--- src/logic/tpoc_pkg.sv ---
// Purpose: shared constants for the timing pattern output controller
// Assumes: 32-bit AXI4-Lite register access, byte address = 4 * index
// Notes: register indices are kept as printed, all registers 8 or 16 bits
package tpoc_pkg;

    // ****************************************************************
    // geometry
    // ****************************************************************
    localparam int unsigned TPOC_GROUPS = 4;
    localparam int unsigned TPOC_PINS = 16;
    localparam int unsigned TPOC_CHANNELS = 4;

    // ****************************************************************
    // register indices (byte address is four times the index)
    // ****************************************************************
    localparam logic [29:0] TPOC_IDX_MODE = 30'h05fffff0;
    localparam logic [29:0] TPOC_IDX_TRIG = 30'h05fffff1;
    localparam logic [29:0] TPOC_IDX_EN_HIGH = 30'h05fffff2;
    localparam logic [29:0] TPOC_IDX_EN_LOW = 30'h05fffff3;
    localparam logic [29:0] TPOC_IDX_STAGE_B_UP = 30'h05fffff4;
    localparam logic [29:0] TPOC_IDX_STAGE_A_UP = 30'h05fffff5;
    localparam logic [29:0] TPOC_IDX_STAGE_B_LO = 30'h05fffff6;
    localparam logic [29:0] TPOC_IDX_STAGE_A_LO = 30'h05fffff7;
    localparam logic [29:0] TPOC_IDX_PIN_FN_HIGH = 30'h05ffffcc;
    localparam logic [29:0] TPOC_IDX_PIN_FN_LOW = 30'h05ffffce;

    // ****************************************************************
    // reset values and fields
    // ****************************************************************
    localparam logic [3:0] TPOC_MODE_RESET = 4'h0;
    localparam logic [7:0] TPOC_MODE_RSVD = 8'hf0;
    localparam logic [7:0] TPOC_TRIG_RESET = 8'hff;
    localparam logic [7:0] TPOC_EN_RESET = 8'h00;
    localparam logic [3:0] TPOC_STAGE_RESET = 4'h0;
    localparam logic [15:0] TPOC_PIN_FN_RESET = 16'h0000;
    localparam logic [1:0] TPOC_PIN_FN_PATTERN = 2'h3;
    localparam logic [3:0] TPOC_NIBBLE_RSVD = 4'hf;
    localparam logic [7:0] TPOC_BYTE_RSVD = 8'hff;

    // ****************************************************************
    // bus answers
    // ****************************************************************
    localparam logic [1:0] TPOC_RESP_OKAY = 2'h0;
    localparam logic [1:0] TPOC_RESP_SLVERR = 2'h2;

    typedef enum logic [3:0] {
        TPOC_REG_MODE,
        TPOC_REG_TRIG,
        TPOC_REG_EN_HIGH,
        TPOC_REG_EN_LOW,
        TPOC_REG_STAGE_B_UP,
        TPOC_REG_STAGE_A_UP,
        TPOC_REG_STAGE_B_LO,
        TPOC_REG_STAGE_A_LO,
        TPOC_REG_PIN_FN_HIGH,
        TPOC_REG_PIN_FN_LOW,
        TPOC_REG_NONE
    } tpoc_reg_e;

endpackage

--- src/logic/tpoc_group.sv ---
// Purpose: one four-bit pattern output group
// Assumes: trigger pulses are one cycle wide and already channel-selected
// Notes: in split-edge mode both matches may land in one cycle
`timescale 1ns/1ns
module tpoc_group
    import tpoc_pkg::*;
(
    input wire logic aclk,
    input wire logic aresetn,
    input wire logic trig_a,
    input wire logic trig_b,
    input wire logic split_edge_mode,
    input wire logic [3:0] enable,
    input wire logic [3:0] staged,
    output logic [3:0] pattern_q
);

    logic [3:0] pattern_d;

    // ****************************************************************
    // next pattern value
    // ****************************************************************
    always_comb
    begin
        pattern_d = pattern_q;
        if (!split_edge_mode)
        begin
            // disabled bits keep their level
            if (trig_a)
            begin
                pattern_d = (pattern_q & ~enable) | (staged & enable);
            end
        end
        else
        begin
            // ones rise on match a, zeros fall on match b
            if (trig_a)
            begin
                pattern_d = pattern_d | (staged & enable);
            end
            if (trig_b)
            begin
                pattern_d = pattern_d & ~(~staged & enable);
            end
        end
    end

    always_ff @(posedge aclk)
    begin
        if (!aresetn)
        begin
            pattern_q <= TPOC_STAGE_RESET;
        end
        else
        begin
            pattern_q <= pattern_d;
        end
    end

endmodule // tpoc_group

--- src/logic/tpoc_pin_mux.sv ---
// Purpose: port b pin function mux
// Assumes: two function bits per pin, pin n at bits 2n+1..2n
// Notes: output is registered, so a pin lags its source by one cycle
`timescale 1ns/1ns
module tpoc_pin_mux
    import tpoc_pkg::*;
(
    input wire logic aclk,
    input wire logic aresetn,
    input wire logic [31:0] pin_function,
    input wire logic [15:0] pattern,
    input wire logic [15:0] general_out,
    output logic [15:0] port_b_pins
);

    // ****************************************************************
    // per-pin selection
    // ****************************************************************
    for (genvar n = 0; n < TPOC_PINS; n++)
    begin : g_pin
        always_ff @(posedge aclk)
        begin
            if (!aresetn)
            begin
                port_b_pins[n] <= 1'b0;
            end
            else if (pin_function[2*n+1 -: 2] == TPOC_PIN_FN_PATTERN)
            begin
                port_b_pins[n] <= pattern[n];
            end
            else
            begin
                port_b_pins[n] <= general_out[n];
            end
        end
    end

endmodule // tpoc_pin_mux

--- src/logic/tpoc_ctrl.sv ---
// Purpose: timing pattern output controller with axi4-lite registers
// Assumes: compare match inputs are one-cycle pulses on aclk
// Notes: one write and one read outstanding at most
//
// Implementation choice: the AXI4-Lite register port.
`timescale 1ns/1ns

module tpoc_ctrl
    import tpoc_pkg::*;
(
    input wire logic aclk,
    input wire logic aresetn,
    input wire logic [31:0] s_axi_awaddr,
    input wire logic s_axi_awvalid,
    output logic s_axi_awready,
    input wire logic [31:0] s_axi_wdata,
    input wire logic [3:0] s_axi_wstrb,
    input wire logic s_axi_wvalid,
    output logic s_axi_wready,
    output logic [1:0] s_axi_bresp,
    output logic s_axi_bvalid,
    input wire logic s_axi_bready,
    input wire logic [31:0] s_axi_araddr,
    input wire logic s_axi_arvalid,
    output logic s_axi_arready,
    output logic [31:0] s_axi_rdata,
    output logic [1:0] s_axi_rresp,
    output logic s_axi_rvalid,
    input wire logic s_axi_rready,
    input wire logic [3:0] cmp_match_a,
    input wire logic [3:0] cmp_match_b,
    input wire logic [15:0] general_out_data,
    output logic [15:0] pattern_output_pins,
    output logic [15:0] port_b_pins
);

    // ****************************************************************
    // decode helpers
    // ****************************************************************
    function automatic tpoc_reg_e reg_decode(input logic [31:0] addr);
        tpoc_reg_e r;
        r = TPOC_REG_NONE;
        case (addr[31:2])
            TPOC_IDX_MODE: r = TPOC_REG_MODE;
            TPOC_IDX_TRIG: r = TPOC_REG_TRIG;
            TPOC_IDX_EN_HIGH: r = TPOC_REG_EN_HIGH;
            TPOC_IDX_EN_LOW: r = TPOC_REG_EN_LOW;
            TPOC_IDX_STAGE_B_UP: r = TPOC_REG_STAGE_B_UP;
            TPOC_IDX_STAGE_A_UP: r = TPOC_REG_STAGE_A_UP;
            TPOC_IDX_STAGE_B_LO: r = TPOC_REG_STAGE_B_LO;
            TPOC_IDX_STAGE_A_LO: r = TPOC_REG_STAGE_A_LO;
            TPOC_IDX_PIN_FN_HIGH: r = TPOC_REG_PIN_FN_HIGH;
            TPOC_IDX_PIN_FN_LOW: r = TPOC_REG_PIN_FN_LOW;
            default: r = TPOC_REG_NONE;
        endcase
        return r;
    endfunction

    // picks one channel's match pulse by a two-bit code
    function automatic logic chan_pick(input logic [1:0] code,
                                       input logic [3:0] pulses);
        return pulses[code];
    endfunction

    // ****************************************************************
    // register state
    // ****************************************************************
    logic [3:0] split_mode_q;
    logic [7:0] trig_sel_q;
    logic [7:0] en_high_q;
    logic [7:0] en_low_q;
    logic [3:0] staged_q [TPOC_GROUPS];
    logic [15:0] pin_fn_high_q;
    logic [15:0] pin_fn_low_q;
    logic [15:0] enable_all;
    logic [15:0] pattern_all;
    logic same_trig_lo;
    logic same_trig_hi;

    // ****************************************************************
    // write channel
    // ****************************************************************
    logic aw_held_q;
    logic w_held_q;
    logic [31:0] aw_addr_q;
    logic [31:0] w_data_q;
    logic [3:0] w_strb_q;
    logic bvalid_q;
    logic [1:0] bresp_q;
    logic do_write;
    tpoc_reg_e wr_reg;
    logic wr_lane0;
    logic wr_lane1;

    assign s_axi_awready = !aw_held_q && !bvalid_q;
    assign s_axi_wready = !w_held_q && !bvalid_q;
    assign s_axi_bvalid = bvalid_q;
    assign s_axi_bresp = bresp_q;
    assign do_write = aw_held_q && w_held_q && !bvalid_q;
    assign wr_reg = reg_decode(aw_addr_q);
    assign wr_lane0 = do_write && w_strb_q[0];
    assign wr_lane1 = do_write && w_strb_q[1];

    always_ff @(posedge aclk)
    begin
        if (!aresetn)
        begin
            aw_held_q <= 1'b0;
            aw_addr_q <= 32'h00000000;
        end
        else if (s_axi_awvalid && s_axi_awready)
        begin
            aw_held_q <= 1'b1;
            aw_addr_q <= s_axi_awaddr;
        end
        else if (do_write)
        begin
            aw_held_q <= 1'b0;
        end
    end

    always_ff @(posedge aclk)
    begin
        if (!aresetn)
        begin
            w_held_q <= 1'b0;
            w_data_q <= 32'h00000000;
            w_strb_q <= 4'h0;
        end
        else if (s_axi_wvalid && s_axi_wready)
        begin
            w_held_q <= 1'b1;
            w_data_q <= s_axi_wdata;
            w_strb_q <= s_axi_wstrb;
        end
        else if (do_write)
        begin
            w_held_q <= 1'b0;
        end
    end

    always_ff @(posedge aclk)
    begin
        if (!aresetn)
        begin
            bvalid_q <= 1'b0;
            bresp_q <= TPOC_RESP_OKAY;
        end
        else if (do_write)
        begin
            bvalid_q <= 1'b1;
            bresp_q <= (wr_reg == TPOC_REG_NONE) ? TPOC_RESP_SLVERR
                                                 : TPOC_RESP_OKAY;
        end
        else if (s_axi_bready)
        begin
            bvalid_q <= 1'b0;
        end
    end

    // ****************************************************************
    // control registers
    // ****************************************************************
    // reserved upper mode bits are not stored at all
    always_ff @(posedge aclk)
    begin
        if (!aresetn)
        begin
            split_mode_q <= TPOC_MODE_RESET;
        end
        else if (wr_lane0 && wr_reg == TPOC_REG_MODE)
        begin
            split_mode_q <= w_data_q[3:0];
        end
    end

    always_ff @(posedge aclk)
    begin
        if (!aresetn)
        begin
            trig_sel_q <= TPOC_TRIG_RESET;
        end
        else if (wr_lane0 && wr_reg == TPOC_REG_TRIG)
        begin
            trig_sel_q <= w_data_q[7:0];
        end
    end

    always_ff @(posedge aclk)
    begin
        if (!aresetn)
        begin
            en_high_q <= TPOC_EN_RESET;
            en_low_q <= TPOC_EN_RESET;
        end
        else
        begin
            if (wr_lane0 && wr_reg == TPOC_REG_EN_HIGH)
            begin
                en_high_q <= w_data_q[7:0];
            end
            if (wr_lane0 && wr_reg == TPOC_REG_EN_LOW)
            begin
                en_low_q <= w_data_q[7:0];
            end
        end
    end

    always_ff @(posedge aclk)
    begin
        if (!aresetn)
        begin
            pin_fn_high_q <= TPOC_PIN_FN_RESET;
            pin_fn_low_q <= TPOC_PIN_FN_RESET;
        end
        else
        begin
            if (wr_reg == TPOC_REG_PIN_FN_HIGH)
            begin
                if (wr_lane0)
                    pin_fn_high_q[7:0] <= w_data_q[7:0];
                if (wr_lane1)
                    pin_fn_high_q[15:8] <= w_data_q[15:8];
            end
            if (wr_reg == TPOC_REG_PIN_FN_LOW)
            begin
                if (wr_lane0)
                    pin_fn_low_q[7:0] <= w_data_q[7:0];
                if (wr_lane1)
                    pin_fn_low_q[15:8] <= w_data_q[15:8];
            end
        end
    end

    // ****************************************************************
    // staged pattern bits
    // ****************************************************************
    // a pair with one shared trigger is packed into the first byte;
    // with separate triggers the lower group moves to the second byte
    assign same_trig_lo = trig_sel_q[3:2] == trig_sel_q[1:0];
    assign same_trig_hi = trig_sel_q[7:6] == trig_sel_q[5:4];

    always_ff @(posedge aclk)
    begin
        if (!aresetn)
        begin
            for (int g = 0; g < TPOC_GROUPS; g++)
                staged_q[g] <= TPOC_STAGE_RESET;
        end
        else if (wr_lane0)
        begin
            case (wr_reg)
                TPOC_REG_STAGE_A_UP:
                begin
                    staged_q[1] <= w_data_q[7:4];
                    if (same_trig_lo)
                        staged_q[0] <= w_data_q[3:0];
                end
                TPOC_REG_STAGE_A_LO:
                begin
                    if (!same_trig_lo)
                        staged_q[0] <= w_data_q[3:0];
                end
                TPOC_REG_STAGE_B_UP:
                begin
                    staged_q[3] <= w_data_q[7:4];
                    if (same_trig_hi)
                        staged_q[2] <= w_data_q[3:0];
                end
                TPOC_REG_STAGE_B_LO:
                begin
                    if (!same_trig_hi)
                        staged_q[2] <= w_data_q[3:0];
                end
                default:
                begin
                end
            endcase
        end
    end

    // ****************************************************************
    // read channel
    // ****************************************************************
    logic rvalid_q;
    logic [31:0] rdata_q;
    logic [1:0] rresp_q;
    logic [7:0] rd_byte;
    logic [15:0] rd_half;
    tpoc_reg_e rd_reg;

    assign s_axi_arready = !rvalid_q;
    assign s_axi_rvalid = rvalid_q;
    assign s_axi_rdata = rdata_q;
    assign s_axi_rresp = rresp_q;
    assign rd_reg = reg_decode(s_axi_araddr);

    always_comb
    begin
        rd_byte = 8'h00;
        rd_half = 16'h0000;
        case (rd_reg)
            TPOC_REG_MODE: rd_byte = TPOC_MODE_RSVD | {4'h0, split_mode_q};
            TPOC_REG_TRIG: rd_byte = trig_sel_q;
            TPOC_REG_EN_HIGH: rd_byte = en_high_q;
            TPOC_REG_EN_LOW: rd_byte = en_low_q;
            TPOC_REG_STAGE_A_UP:
                rd_byte = {staged_q[1],
                           same_trig_lo ? staged_q[0] : TPOC_NIBBLE_RSVD};
            TPOC_REG_STAGE_A_LO:
                rd_byte = same_trig_lo ? TPOC_BYTE_RSVD
                                       : {TPOC_NIBBLE_RSVD, staged_q[0]};
            TPOC_REG_STAGE_B_UP:
                rd_byte = {staged_q[3],
                           same_trig_hi ? staged_q[2] : TPOC_NIBBLE_RSVD};
            TPOC_REG_STAGE_B_LO:
                rd_byte = same_trig_hi ? TPOC_BYTE_RSVD
                                       : {TPOC_NIBBLE_RSVD, staged_q[2]};
            TPOC_REG_PIN_FN_HIGH: rd_half = pin_fn_high_q;
            TPOC_REG_PIN_FN_LOW: rd_half = pin_fn_low_q;
            default:
            begin
            end
        endcase
    end

    always_ff @(posedge aclk)
    begin
        if (!aresetn)
        begin
            rvalid_q <= 1'b0;
            rdata_q <= 32'h00000000;
            rresp_q <= TPOC_RESP_OKAY;
        end
        else if (s_axi_arvalid && s_axi_arready)
        begin
            rvalid_q <= 1'b1;
            rdata_q <= {16'h0000, rd_half | {8'h00, rd_byte}};
            rresp_q <= (rd_reg == TPOC_REG_NONE) ? TPOC_RESP_SLVERR
                                                 : TPOC_RESP_OKAY;
        end
        else if (s_axi_rready)
        begin
            rvalid_q <= 1'b0;
        end
    end

    // ****************************************************************
    // pattern groups
    // ****************************************************************
    assign enable_all = {en_high_q, en_low_q};

    for (genvar g = 0; g < TPOC_GROUPS; g++)
    begin : g_group
        logic trig_a;
        logic trig_b;
        // channel code sits at bits 2g+1..2g
        assign trig_a = chan_pick(trig_sel_q[2*g+1 -: 2], cmp_match_a);
        assign trig_b = chan_pick(trig_sel_q[2*g+1 -: 2], cmp_match_b);

        tpoc_group u_group (
            .aclk(aclk),
            .aresetn(aresetn),
            .trig_a(trig_a),
            .trig_b(trig_b),
            .split_edge_mode(split_mode_q[g]),
            .enable(enable_all[4*g+3 -: 4]),
            .staged(staged_q[g]),
            .pattern_q(pattern_all[4*g+3 -: 4])
        );
    end

    assign pattern_output_pins = pattern_all;

    tpoc_pin_mux u_pin_mux (
        .aclk(aclk),
        .aresetn(aresetn),
        .pin_function({pin_fn_high_q, pin_fn_low_q}),
        .pattern(pattern_all),
        .general_out(general_out_data),
        .port_b_pins(port_b_pins)
    );

endmodule // tpoc_ctrl

--- config.mk ---
export PLATFORM = sky130hd
export DESIGN_NAME = tpoc_ctrl
export DESIGN_NICKNAME = d
export VERILOG_FILES = /design/src/logic/tpoc_pkg.sv /design/src/logic/tpoc_group.sv /design/src/logic/tpoc_pin_mux.sv /design/src/logic/tpoc_ctrl.sv
export SDC_FILE = /design/constraint.sdc
export NUM_CORES = 1
export LEC_CHECK = 0
export BUFFER_PORTS_ARGS = -buffer_cell sky130_fd_sc_hd__buf_4
export CAP_MARGIN = 20
export CELL_PAD_IN_SITES_DETAIL_PLACEMENT = 0
export CELL_PAD_IN_SITES_GLOBAL_PLACEMENT = 2
export CORE_MARGIN = 1.5
export CORE_UTILIZATION = 32
export DETAILED_ROUTE_END_ITERATION = 10
export GPL_TIMING_DRIVEN = 1
export HOLD_SLACK_MARGIN = 0.08
export PLACE_DENSITY_LB_ADDON = 0.1
export SYNTH_ARGS = -nofsm -noshare
export SYNTH_HDL_FRONTEND = slang
export SYNTH_SLANG_ARGS = --single-unit
--- constraint.sdc ---
create_clock -name aclk -period 2.7 [get_ports aclk]
set_input_delay 0 -clock aclk [delete_from_list [all_inputs] [get_ports aclk]]
set_output_delay 0 -clock aclk [all_outputs]
set_load 0.1 [all_outputs]
==> out/qor.yml <==
clock_tree:
  clk_latency_ps: 450
  cts-root-buf: "clkbuf_16"
  cts_tree: "done"
  clk_pin_slew_ps: 80
  cts_made_buffers: 17
  htreeDepth: 4
  clock_path_buffers: 2
  cts_num_sinks: 178
  cts_setup_buffers: 0
  cts_resized: 0
  ctsHoldBuffers: 73
global_route:
  grt_usage: 0.193
  gr-total-overflow: 0
  antenna_found_initial: 0
  grt_pass1_vias: 7288
  grt_pass1_wl_um: 41300
  grt_max_degree: 95
logic_synthesis:
  yosys.area_share.simple: 0.253
  ys_seq_elements: 178
  synth-compound-area-share: 0.181
  synth.most_common_cell: "nand2_1"
  syn_avg_cell_area_um2: 8.79
  synth_common_cells: "nand2_1, dfxtp_1, a21boi_0, o21ai_0, nand3_1"
  synth_xor_area_frac: 0.00517
  synth.area.mux_share: 0.0742
  synth_seq_area_share: 0.440
  synthAdderAreaFrac: 0
  yosys.area.top_type_share: 0.383
  ys.flop_type: "dfxtp_1"
  synth_top_family_by_area: "simple AND/OR/NAND/NOR gates"
  synth_area_mm2: 0.00847
  synth_area_leader_cell: "dfxtp_1"
  yosysWarnings: 0
  yosys-top-cells-area: "dfxtp_1, nand2_1, a21boi_0, edfxtp_1, nor2b_1"
  synthArstFlopShare: 0
  ys_types: 66
  synth_edf_count: 16
  netlist_instances: 963
timing:
  maxSlewViolCount: 0
  finClkSkew_ps: 20.6
  clock.fmax_mhz: 400
  setup_viol: 0
  tns_ps: 0
  slew-limit-headroom: 0.436
  worst_pin_slew_ps: 845
  hold_violations: 0
  rsz0062_at_grt: "no"
  setup_slack_ps: 200
  fin_crit_sh: 0.926
  final.min_clock_period_ps: 2500
final_layout:
  layout.nets: 1314
  n_fill_cell: 2615
  seqCellArea_mm2: 0.00372
  diodes: 0
  final_core_util: 0.435
  multiInputGateArea_mm2: 0.00442
  layout-drive-gt1-share: 0.215
  area_growth_syn_to_layout_pct: 33.5
place:
  io_buffers: 163
  finalWeightedCongestion: 0.781
  place_ws_ps: 415
  dp.final_hpwl_um: 19200
power:
  cellPowerDensity_mw_per_mm2: 552
  p_leak_nw: 4.45
  ir_drop_uv: 377
route:
  wl_um: 26300
  via_count: 7522
  ant_nets: 0
  drtIter0Drc: 497
  drc: 0
  first_pass_iters: 4
  wire_per_inst_um: 17.2
  routed_via_density: 4.91
die:
  core-area_mm2: 0.0260
  die_h_um: 166
  pin_count: 204
  dieArea_mm2: 0.0274
  start_util: 0.326
  die_w_um: 166
  rows: 59
critical_path:
  slowest_stage: "nor3_2"
  path_buf_inv: 3
  cp.arrival_ps: 2880
  cp_slowest_stage_delay_ps: 600
  path_max_fanout: 9
  crit_family: "simple AND/OR/NAND/NOR gates"
  crit_required_ps: 3080
  crit_type: "in2reg"
  end_kind: "flip-flop"
  cp_cell_sequence: "dlygate4sd3_1 > buf_4 > nand4_1 > dlygate4sd3_1 > nor4_2 > nand2_1 > nor3_2 > a22oi_1 > nor2b_1"
  cp_common_cell: "dlygate4sd3_1"
  cp-start-kind: "input pin"
outcome:
  status: "finished, final reports clean"
hold_path:
  worstHoldPathType: "in2reg"
flow_run:
  cap_violations: 0
layout by cell type, fill, tap and decap left out, drive strengths merged, types with 18 or more instances in the layout:
cell type / Yosys / layout
nor2b: 52 / 52
mux2i: 29 / 29
clkbuf: 46 / 18
dlygate4sd3: 0 / 73
nand2: 203 / 203
buf: 25 / 182
nor2: 36 / 36
nand3: 56 / 56
inv: 12 / 21
dfxtp: 162 / 162
o21ai: 57 / 57
conb: 1 / 18
a22oi: 28 / 28
a21boi: 70 / 70
worst min-delay path, stage by stage:
cell,delay [ps]
buf_4,110
and2_1,220
nand2_1,100
a21boi_0,60
stage by stage:
stage	instance area (µm²)	hold WS (ps)	power [W]	std cells
after floorplan	8540	138	0.00344	980
after global placement	9970	244	0.00371	1426
after detailed placement	9970	247	0.00372	1426
after CTS	11300	87.5	0.00633	1531
after global routing	11300	116	0.00649	1531
final	11300	95.0	0.00625	1531
sequential cells by signal (all words and copies together), names as in the netlist, 16 cells and up, named ones only:
register,cells
staged_q,16
aw_addr_q,30
pin_fn_high_q,16
w_data_q,16
s_axi_rdata,16
u_pin_mux.port_b_pins,16
pin_fn_low_q,16
area by class of cell:
cell class	count	share of cell area
sequential	178	0.329
timing repair buffer	255	0.186
inverter	12	0.00398
multi-input combinational	719	0.391
clock buffer	18	0.0388
tap	335	0.0371
clock inverter	14	0.0142
layer usage:
| layer | part of all wire | GRT usage | vias to the layer above |
|---|---|---|---|
| met5 | 0 | 0 | - |
| met4 | 0.016 | 0.0544 | 0 |
| met3 | 0.035 | 0.0296 | 29 |
| met2 | 0.47 | 0.323 | 173 |
| met1 | 0.48 | 0.256 | 3504 |
| li1 | - | - | 3816 |
kinds of logic after synthesis:
logic type | count (synthesis)
buffers and inverters | 83
flip-flops | 178
other | 1
XOR/XNOR | 5
AND/OR/NAND/NOR | 420
multiplexers | 51
AO/OA/AOI/OAI | 225
final timing paths:
check / from / endpoint / slack [ps] / cells after the start
worst max register to register: aw_addr_q[15] / staged_q[0][1] / 430 / 6
worst min-delay path: s_axi_awvalid / aw_addr_q[23] / 100 / 4
worst max-delay path: s_axi_araddr[16] / s_axi_rdata[11] / 200 / 9
worst min register to register: aw_addr_q[20] / aw_addr_q[20] / 470 / 2
report_power, final:
group | switching, W | total [W] | internal, W
clock | 0.00124 | 0.00252 | 0.00127
combinational | 0.000571 | 0.000891 | 0.000320
sequential | 0.0000909 | 0.00284 | 0.00275
Note: power is estimated with default switching activity, not from simulation.
